$ cat config.mk
export PLATFORM = sky130hd
export DESIGN_NAME = torque_limit_selector
export DESIGN_NICKNAME = d
export VERILOG_FILES = /design/src/tls_pkg.sv /design/src/tls_limit_if.sv /design/src/torque_limit_selector.sv /design/src/tls_limit_calc.sv
export SDC_FILE = /design/constraint.sdc
export NUM_CORES = 1
export LEC_CHECK = 0
export ABC_AREA = 1
export BUFFER_PORTS_ARGS = -buffer_cell sky130_fd_sc_hd__buf_2
export CORE_MARGIN = 5
export CORE_UTILIZATION = 45
export DETAILED_ROUTE_END_ITERATION = 16
export GPL_TIMING_DRIVEN = 0
export PLACE_DENSITY = 0.63
export SKIP_LAST_GASP = 1
export SYNTH_ARGS = -nofsm -noshare
export SYNTH_HDL_FRONTEND = slang
export SYNTH_SLANG_ARGS = --single-unit
$ cat constraint.sdc
create_clock -name MCLK -period 4.8 [get_ports MCLK]
set_input_delay 0.48 -clock MCLK [delete_from_list [all_inputs] [get_ports MCLK]]
set_output_delay 0.48 -clock MCLK [all_outputs]
set_load 0.03 [all_outputs]
$ cat src/tls_pkg.sv
package tls_pkg;

  localparam int LIM_W = 10;
  localparam int DATA_W = 16;
  localparam int ADDR_W = 8;
  localparam int ROUTE_W = 4;

  // setting range of every torque limit, in percent of rated torque
  localparam logic [LIM_W-1:0] LIMIT_MAX_PCT = 10'h320;

  // register byte offsets
  localparam logic [ADDR_W-1:0] OFS_FWD_INTERNAL_LIMIT = 8'h00;
  localparam logic [ADDR_W-1:0] OFS_REV_INTERNAL_LIMIT = 8'h04;
  localparam logic [ADDR_W-1:0] OFS_FWD_EXTERNAL_LIMIT = 8'h08;
  localparam logic [ADDR_W-1:0] OFS_REV_EXTERNAL_LIMIT = 8'h0C;
  localparam logic [ADDR_W-1:0] OFS_OUTPUT_SELECT_2    = 8'h10;
  localparam logic [ADDR_W-1:0] OFS_MOTOR_MAX_TORQUE   = 8'h14;
  localparam logic [ADDR_W-1:0] OFS_INPUT_MONITOR      = 8'h18;
  localparam logic [ADDR_W-1:0] OFS_OUTPUT_MONITOR     = 8'h1C;
  localparam logic [ADDR_W-1:0] OFS_IRQ_STATUS         = 8'h20;
  localparam logic [ADDR_W-1:0] OFS_IRQ_CLEAR          = 8'h24;
  localparam logic [ADDR_W-1:0] OFS_IRQ_ENABLE         = 8'h28;

  // reset values
  localparam logic [LIM_W-1:0] RST_INTERNAL_LIMIT = 10'h320;
  localparam logic [LIM_W-1:0] RST_EXTERNAL_LIMIT = 10'h064;
  localparam logic [DATA_W-1:0] RST_OUTPUT_SELECT = 16'h0000;
  localparam logic [2:0] RST_IRQ_ENABLE = 3'h0;

  // field positions
  localparam int ROUTE_FLAG_LSB = 0;
  localparam int ROUTE_AUX_LSB = 4;
  localparam int IN_MON_FWD_BIT = 6;
  localparam int IN_MON_REV_BIT = 7;
  localparam int OUT_MON_FLAG_BIT = 3;
  localparam int IRQ_LIMIT_BIT = 0;
  localparam int IRQ_FWD_BIT = 1;
  localparam int IRQ_REV_BIT = 2;
  localparam int NUM_CIRCUITS = 3;

  function automatic logic [LIM_W-1:0] min_lim(input logic [LIM_W-1:0] a,
                                                input logic [LIM_W-1:0] b);
    min_lim = (a < b) ? a : b;
  endfunction : min_lim

endpackage : tls_pkg

$ cat src/tls_limit_if.sv
interface tls_limit_if #(parameter int TW = 12);
  logic        [tls_pkg::LIM_W-1:0] fwd_int;
  logic        [tls_pkg::LIM_W-1:0] rev_int;
  logic        [tls_pkg::LIM_W-1:0] fwd_ext;
  logic        [tls_pkg::LIM_W-1:0] rev_ext;
  logic        [tls_pkg::LIM_W-1:0] max_t;
  logic                             fwd_req;
  logic                             rev_req;
  logic signed [TW-1:0]             torq_ref;
  logic        [tls_pkg::LIM_W-1:0] fwd_eff;
  logic        [tls_pkg::LIM_W-1:0] rev_eff;
  logic signed [TW-1:0]             torq_clamped;
  logic                             over;

  modport calc (
    input  fwd_int, rev_int, fwd_ext, rev_ext, max_t, fwd_req, rev_req, torq_ref,
    output fwd_eff, rev_eff, torq_clamped, over
  );
  modport ctrl (
    output fwd_int, rev_int, fwd_ext, rev_ext, max_t, fwd_req, rev_req, torq_ref,
    input  fwd_eff, rev_eff, torq_clamped, over
  );
endinterface : tls_limit_if

$ cat src/torque_limit_selector.sv
// Design decisions made here: the address-and-strobe port and the register offsets.
module torque_limit_selector #(
  parameter int                         TW            = 12,
  parameter logic [tls_pkg::LIM_W-1:0]  MOTOR_MAX_PCT = 10'h12C
) (
  input  wire logic                          MCLK,
  input  wire logic                          RESETN,
  input  wire logic [tls_pkg::ADDR_W-1:0]    ADDR,
  input  wire logic [tls_pkg::DATA_W-1:0]    WDATA,
  input  wire logic                          WR,
  input  wire logic                          RD,
  output logic      [tls_pkg::DATA_W-1:0]    RDATA,
  input  wire logic                          FWD_EXT_LIMIT_REQ_N,
  input  wire logic                          REV_EXT_LIMIT_REQ_N,
  input  wire logic signed [TW-1:0]          TORQ_REF,
  input  wire logic                          AUX_STATUS,
  output logic signed [TW-1:0]               TORQ_OUT,
  output logic                               TORQUE_LIMITING_FLAG,
  output logic      [tls_pkg::NUM_CIRCUITS-1:0] OUTPUT_CIRCUIT_N,
  output logic                               IRQ
);

  if (TW < 12)
  begin : g_bad_width
    $error("TW must be at least 12 to hold +-800 percent");
  end

  typedef struct packed {
    logic [1:0]                          fwd_sync;
    logic [1:0]                          rev_sync;
    logic                                fwd_prev;
    logic                                rev_prev;
    logic [tls_pkg::LIM_W-1:0]           fwd_int;
    logic [tls_pkg::LIM_W-1:0]           rev_int;
    logic [tls_pkg::LIM_W-1:0]           fwd_ext;
    logic [tls_pkg::LIM_W-1:0]           rev_ext;
    logic [tls_pkg::LIM_W-1:0]           max_t;
    logic [tls_pkg::DATA_W-1:0]          sel;
    logic [2:0]                          irq_st;
    logic [2:0]                          irq_en;
    logic                                irq;
    logic [tls_pkg::DATA_W-1:0]          rdata;
    logic [TW-1:0]                       torq;
    logic                                lim;
    logic [tls_pkg::NUM_CIRCUITS-1:0]    circ_n;
  } tls_state_t;

  tls_state_t s_q;
  tls_state_t s_d;

  tls_limit_if #(.TW(TW)) lif ();

  tls_limit_calc #(.TW(TW)) u_calc (
    .lif (lif)
  );

  logic [tls_pkg::ROUTE_W-1:0]         flag_route;
  logic [tls_pkg::ROUTE_W-1:0]         aux_route;
  logic [tls_pkg::NUM_CIRCUITS-1:0]    circ_on;
  logic [2:0]                          irq_ev;
  logic [2:0]                          irq_clr;

  function automatic logic [tls_pkg::LIM_W-1:0] clamp_set(input logic [tls_pkg::DATA_W-1:0] w);
    clamp_set = (w > {6'h00, tls_pkg::LIMIT_MAX_PCT}) ? tls_pkg::LIMIT_MAX_PCT
                                                      : w[tls_pkg::LIM_W-1:0];
  endfunction : clamp_set

  // synchronised requests are active low at the pins
  assign lif.fwd_req  = ~s_q.fwd_sync[1];
  assign lif.rev_req  = ~s_q.rev_sync[1];
  assign lif.fwd_int  = s_q.fwd_int;
  assign lif.rev_int  = s_q.rev_int;
  assign lif.fwd_ext  = s_q.fwd_ext;
  assign lif.rev_ext  = s_q.rev_ext;
  assign lif.max_t    = s_q.max_t;
  assign lif.torq_ref = TORQ_REF;

  assign flag_route = s_q.sel[tls_pkg::ROUTE_FLAG_LSB +: tls_pkg::ROUTE_W];
  assign aux_route  = s_q.sel[tls_pkg::ROUTE_AUX_LSB +: tls_pkg::ROUTE_W];

  // one circuit per route code 1 to 3 (other codes drive none), every source OR-ed in
  for (genvar i = 0; i < tls_pkg::NUM_CIRCUITS; i++)
  begin : g_circ
    assign circ_on[i] = (lif.over && flag_route == tls_pkg::ROUTE_W'(i + 1)) ||
                        (AUX_STATUS && aux_route == tls_pkg::ROUTE_W'(i + 1));
  end

  always_comb
  begin
    s_d = s_q;
    s_d.fwd_sync = {s_q.fwd_sync[0], FWD_EXT_LIMIT_REQ_N};
    s_d.rev_sync = {s_q.rev_sync[0], REV_EXT_LIMIT_REQ_N};
    s_d.fwd_prev = s_q.fwd_sync[1];
    s_d.rev_prev = s_q.rev_sync[1];
    s_d.torq = lif.torq_clamped;
    s_d.lim = lif.over;
    s_d.circ_n = ~circ_on;
    irq_clr = 3'h0;
    if (WR)
    begin
      case (ADDR)
        tls_pkg::OFS_FWD_INTERNAL_LIMIT: s_d.fwd_int = clamp_set(WDATA);
        tls_pkg::OFS_REV_INTERNAL_LIMIT: s_d.rev_int = clamp_set(WDATA);
        tls_pkg::OFS_FWD_EXTERNAL_LIMIT: s_d.fwd_ext = clamp_set(WDATA);
        tls_pkg::OFS_REV_EXTERNAL_LIMIT: s_d.rev_ext = clamp_set(WDATA);
        tls_pkg::OFS_OUTPUT_SELECT_2:    s_d.sel = WDATA;
        tls_pkg::OFS_MOTOR_MAX_TORQUE:   s_d.max_t = clamp_set(WDATA);
        tls_pkg::OFS_IRQ_CLEAR:          irq_clr = WDATA[2:0];
        tls_pkg::OFS_IRQ_ENABLE:         s_d.irq_en = WDATA[2:0];
        default:                         s_d.sel = s_q.sel;
      endcase
    end
    irq_ev = 3'h0;
    irq_ev[tls_pkg::IRQ_LIMIT_BIT] = lif.over && !s_q.lim;
    irq_ev[tls_pkg::IRQ_FWD_BIT] = s_q.fwd_sync[1] != s_q.fwd_prev;
    irq_ev[tls_pkg::IRQ_REV_BIT] = s_q.rev_sync[1] != s_q.rev_prev;
    // a new event wins over a clear in the same cycle
    s_d.irq_st = (s_q.irq_st & ~irq_clr) | irq_ev;
    s_d.irq = |(s_d.irq_st & s_d.irq_en);
    s_d.rdata = '0;
    if (RD)
    begin
      case (ADDR)
        tls_pkg::OFS_FWD_INTERNAL_LIMIT: s_d.rdata = {6'h00, s_q.fwd_int};
        tls_pkg::OFS_REV_INTERNAL_LIMIT: s_d.rdata = {6'h00, s_q.rev_int};
        tls_pkg::OFS_FWD_EXTERNAL_LIMIT: s_d.rdata = {6'h00, s_q.fwd_ext};
        tls_pkg::OFS_REV_EXTERNAL_LIMIT: s_d.rdata = {6'h00, s_q.rev_ext};
        tls_pkg::OFS_OUTPUT_SELECT_2:    s_d.rdata = s_q.sel;
        tls_pkg::OFS_MOTOR_MAX_TORQUE:   s_d.rdata = {6'h00, s_q.max_t};
        tls_pkg::OFS_INPUT_MONITOR:
        begin
          s_d.rdata[tls_pkg::IN_MON_FWD_BIT] = lif.fwd_req;
          s_d.rdata[tls_pkg::IN_MON_REV_BIT] = lif.rev_req;
        end
        tls_pkg::OFS_OUTPUT_MONITOR:
        begin
          s_d.rdata[tls_pkg::NUM_CIRCUITS-1:0] = ~s_q.circ_n;
          s_d.rdata[tls_pkg::OUT_MON_FLAG_BIT] = s_q.lim;
        end
        tls_pkg::OFS_IRQ_STATUS:         s_d.rdata = {13'h0000, s_q.irq_st};
        tls_pkg::OFS_IRQ_ENABLE:         s_d.rdata = {13'h0000, s_q.irq_en};
        default:                         s_d.rdata = '0;
      endcase
    end
  end

  always_ff @(posedge MCLK)
  begin
    if (!RESETN)
    begin
      s_q <= '0;
      s_q.fwd_sync <= 2'h3;
      s_q.rev_sync <= 2'h3;
      s_q.fwd_prev <= 1'b1;
      s_q.rev_prev <= 1'b1;
      s_q.fwd_int <= tls_pkg::RST_INTERNAL_LIMIT;
      s_q.rev_int <= tls_pkg::RST_INTERNAL_LIMIT;
      s_q.fwd_ext <= tls_pkg::RST_EXTERNAL_LIMIT;
      s_q.rev_ext <= tls_pkg::RST_EXTERNAL_LIMIT;
      s_q.max_t <= MOTOR_MAX_PCT;
      s_q.sel <= tls_pkg::RST_OUTPUT_SELECT;
      s_q.irq_en <= tls_pkg::RST_IRQ_ENABLE;
      s_q.circ_n <= 3'h7;
    end
    else
    begin
      s_q <= s_d;
    end
  end

  assign RDATA = s_q.rdata;
  assign TORQ_OUT = $signed(s_q.torq);
  assign TORQUE_LIMITING_FLAG = s_q.lim;
  assign OUTPUT_CIRCUIT_N = s_q.circ_n;
  assign IRQ = s_q.irq;

  // helper views for the checks below
  logic signed [TW-1:0]      fwd_s_h;
  logic signed [TW-1:0]      rev_s_h;
  logic [tls_pkg::LIM_W-1:0] fwd_base_h;
  logic [tls_pkg::LIM_W-1:0] rev_base_h;
  assign fwd_s_h = $signed({{(TW-tls_pkg::LIM_W){1'b0}}, lif.fwd_eff});
  assign rev_s_h = $signed({{(TW-tls_pkg::LIM_W){1'b0}}, lif.rev_eff});
  assign fwd_base_h = tls_pkg::min_lim(s_q.fwd_int, s_q.max_t);
  assign rev_base_h = tls_pkg::min_lim(s_q.rev_int, s_q.max_t);
endmodule : torque_limit_selector

$ cat src/tls_limit_calc.sv
module tls_limit_calc #(
  parameter int TW = 12
) (
  tls_limit_if.calc lif
);

  logic        [tls_pkg::LIM_W-1:0] fwd_base;
  logic        [tls_pkg::LIM_W-1:0] rev_base;
  logic signed [TW-1:0]             fwd_s;
  logic signed [TW-1:0]             rev_s;

  always_comb
  begin
    // settings above the motor maximum fall back to the maximum
    fwd_base = tls_pkg::min_lim(lif.fwd_int, lif.max_t);
    rev_base = tls_pkg::min_lim(lif.rev_int, lif.max_t);
    // external limit only while its request is active, never above internal
    lif.fwd_eff = lif.fwd_req ? tls_pkg::min_lim(fwd_base, lif.fwd_ext) : fwd_base;
    lif.rev_eff = lif.rev_req ? tls_pkg::min_lim(rev_base, lif.rev_ext) : rev_base;
    // limits and reference share the unit percent of rated torque
    fwd_s = $signed({{(TW-tls_pkg::LIM_W){1'b0}}, lif.fwd_eff});
    rev_s = $signed({{(TW-tls_pkg::LIM_W){1'b0}}, lif.rev_eff});
    // clamp each direction separately and flag it
    lif.over = 1'b0;
    lif.torq_clamped = lif.torq_ref;
    if (lif.torq_ref > fwd_s)
    begin
      lif.torq_clamped = fwd_s;
      lif.over = 1'b1;
    end
    else if (lif.torq_ref < -rev_s)
    begin
      lif.torq_clamped = -rev_s;
      lif.over = 1'b1;
    end
  end

endmodule : tls_limit_calc

==> impl_metrics.ini <==
[outcome]
status = finished, violations left
violations = setup timing

[clocking]
clock_latency_ns = 0.36
numCtsBuffers = 9
path_clk_slew_ns = 0.08
cts_sinks = 111
holdBufCountCts = 0
cts.htree.levels = 3
cts_tree = yes
clock_path_buffers = 2
cts_root_buf = clkbuf_16

[power]
finalPower_mw = 1.970
p_sw_mw = 0.5604
p_leak_nw = 4.061
p_int_mw = 1.410
ir_drop_v = 0.0001523
power.density_mw_per_mm2 = 212.8
swShare = 0.2845
power_frac_comb = 0.138
clock_power_share = 0.384
seqPwrFrac = 0.477

[logic_synthesis]
yosys_register_bits = 111
ys_warn_count = 0
synthCells = 953
syn_area_sq_mm = 0.006790
synthSimpleGateAreaFrac = 0.2025
synth_top_cell_area_share = 0.3273
synth_nets = 1054
avgSynthCellArea_sq_um = 7.125
async_flop_share = 0
synth_edf_count = 0
synth_top_area_cell = dfxtp_1
synth_compound_area_frac = 0.2198
seq_area_frac_synth = 0.3273
synthXorXnorAreaFrac = 0.01271
synth.top_cells.by_area = dfxtp_1, ha_1, nand2_1
synth_top_family_by_area = compound AO/OA/AOI/OAI gates
synthAdderAreaFrac = 0.1069
synth_ff_type = dfxtp_1
synth.distinct_cells = 51
synthMuxAreaShare = 0

[layout]
fin_nets = 1208
drive_gt1_frac = 0.3390
design_area_sq_mm = 0.009256
stdcell_count = 1300
diodes = 0
fill_cells = 1373
area_growth_syn_to_layout_pct = 36.32

[setup_path]
path_max_fanout = 7
crit_top_cell = nand2_4
crit_type = register to register
cpPeakStageDelay_ns = 0.37
critPathCaptureType = register
cp-start-kind = register
crit_arrival_ns = 5.37
critPathRequiredTime_ns = 5.09
crit_slowest_cell = dfxtp_2

[timing]
fin_skew_ns = 0.008349
final_hold_viol_count = 0
worst_slack_ns = -0.2817
rsz0062_at_grt = yes
worst_slew_pin_slew_ns = 0.7156
holdWs_ns = 0.3053
max_freq_mhz = 196.8
final-setup-viol-count = 18
post-route-period-util = 1.059
min_period_ns = 5.082
maxSlewViolCount = 0
slew_headroom = 0.5229

[floorplan]
die_w_um = 132.8
io_pins = 76
core_sq_mm = 0.01498
die_h_um = 132.8
initial_utilization = 0.4534
num_rows = 45
die-area_sq_mm = 0.01765

[routing]
vias = 7302
drc = 0
wl_per_cell_um = 19.06
drt_wl_total_um = 24770
via_per_inst = 5.617
dr.first_iter.drc_count = 803
ant_nets = 0
firstDrtPassIters = 5

[global_route]
grt-ovfl-total = 0
antenna_found_initial = 0
grt_pass1_vias = 7034
grt_max_degree = 21
grt_first_pass_wirelength_um = 37600
grt_usage = 0.2719

[hold_path]
hold_class = input port to register

[placed_design]
port_buffers = 74
pre_cts_ws_ns = -1.026
place_hpwl_um = 17520
dpl_cell_area_sq_mm = 0.007415
routabilityCongestion = 0.9469
dp.cells = 1215

[run]
cap_viol_max_count = 0
[cells by family after synthesis]
family                     after synthesis
AOI/OAI and AO/OA                      268
DFF                                    111
adders and majority gates               58
xor gates and xnor gates                 9
and+or+nand+nor                        308
buffers and inverters                  199
[registers in the layout, summed over array words and instances, names as in the netlist, 4 cells and up]
register and cells:
lif.fwd_int 10, aux_route 4, lif.max_t 10, lif.rev_int 10
s_d 4, RDATA 16, TORQ_OUT 12, flag_route 4
lif.rev_ext 10, s_q 16, lif.fwd_ext 10
[final cells by class]
class | count | area (sq um) | share of cell area
Clock buffer | 10 | 229.0 | 0.02474
Timing Repair Buffer | 141 | 947.2 | 0.1023
Inverter | 141 | 551.8 | 0.05961
Tap cell | 188 | 235.2 | 0.02541
Multi-Input combinational cell | 645 | 4558 | 0.4924
Clock inverter | 6 | 62.56 | 0.006759
Sequential cell | 111 | 2250 | 0.2430
Buffer | 58 | 422.9 | 0.04569
[worst max-delay path: cells and delay by family (launching register included)]
kind / cells / cell delay (ns)
xor gates and xnor gates: 1 / 0.20
AOI/OAI and AO/OA: 8 / 1.13
DFF: 1 / 0.37
and+or+nand+nor: 14 / 1.43
adders and majority gates: 3 / 0.81
buffers and inverters: 9 / 1.06
[cells in the mapped netlist (2+ instances only)]
| library cell | count |
|---|---|
| xor2_1 | 3 |
| a211oi_1 | 3 |
| a2111oi_0 | 4 |
| nand3_1 | 44 |
| o21ai_2 | 4 |
| clkbuf_1 | 21 |
| nor2_4 | 2 |
| nand2_2 | 6 |
| buf_2 | 2 |
| clkinv_1 | 2 |
| nor4_1 | 5 |
| o22ai_1 | 13 |
| a21oi_1 | 104 |
| o21ai_1 | 12 |
| nand3_2 | 3 |
| nand2_1 | 153 |
| nor3_1 | 13 |
| or2_2 | 7 |
| o21a_1 | 2 |
| o21ai_0 | 95 |
| ha_1 | 58 |
| inv_1 | 138 |
| dfxtp_1 | 111 |
| a31oi_1 | 8 |
| buf_6 | 2 |
| buf_4 | 33 |
| nor2_2 | 3 |
| nand4_1 | 8 |
| xnor2_1 | 5 |
| nor2_1 | 60 |
| o31ai_1 | 3 |
| a221oi_1 | 7 |
[power by group through the flow]
stage	logic [mW]	clock network (mW)	registers [mW]
6_report	0.272	0.757	0.940
5_1_grt	0.296	0.800	0.942
2_1_floorplan	0.136	0	0.963
3_3_place_gp	0.206	0	0.963
3_5_place_dp	0.208	0	0.964
4_1_cts	0.251	0.766	0.941
[metrics by stage]
step | util | setup TNS [ns]
floorplan | - | 0
detailed placement | 0.4951 | -16.59
global placement | 0.4951 | -16.56
global route | 0.6180 | -8.016
CTS | 0.5911 | -1.289
finish | 0.6180 | -3.767
[what timing repair did]
action,in CTS,in global routing
resized for setup,178,67
endpoints found under the setup margin,18,18
gates cloned,6,0
pin swaps,72,40
setup buffers,55,8
[cell usage in the layout, fill, tap and decap left out, drive strengths merged, types with 8 or more instances in the layout]
master  count
a21oi     105
a31oi       8
nor2       66
o22ai      13
nand2     162
nand3      48
clkbuf     31
nor3       13
dfxtp     111
nand4       8
buf       178
o21ai     111
ha         58
inv       142
[path summary, 6_finish.rpt]
| kind | startpoint | endpoint | slack (ns) | cells after the start |
|---|---|---|---|---|
| min reg2reg | s_d[108] | s_d[105] | 0.42 | 1 |
| min | REV_EXT_LIMIT_REQ_N | s_d[108] | 0.31 | 2 |
| max reg2reg | lif.max_t[4] | TORQ_OUT[2] | -0.28 | 35 |
| max | lif.max_t[4] | TORQ_OUT[2] | -0.28 | 35 |
[per-layer routing]
layer	track usage	part of all wire	wire, um	vias up
met3	0.06730	0.079	1957	77
met2	0.4422	0.47	11640	317
li1	-	-	-	3488
met1	0.3428	0.41	10170	3420
met5	0	0	0	-
met4	0.1155	0.041	1009	0
Note: power is estimated with default switching activity, not from simulation.
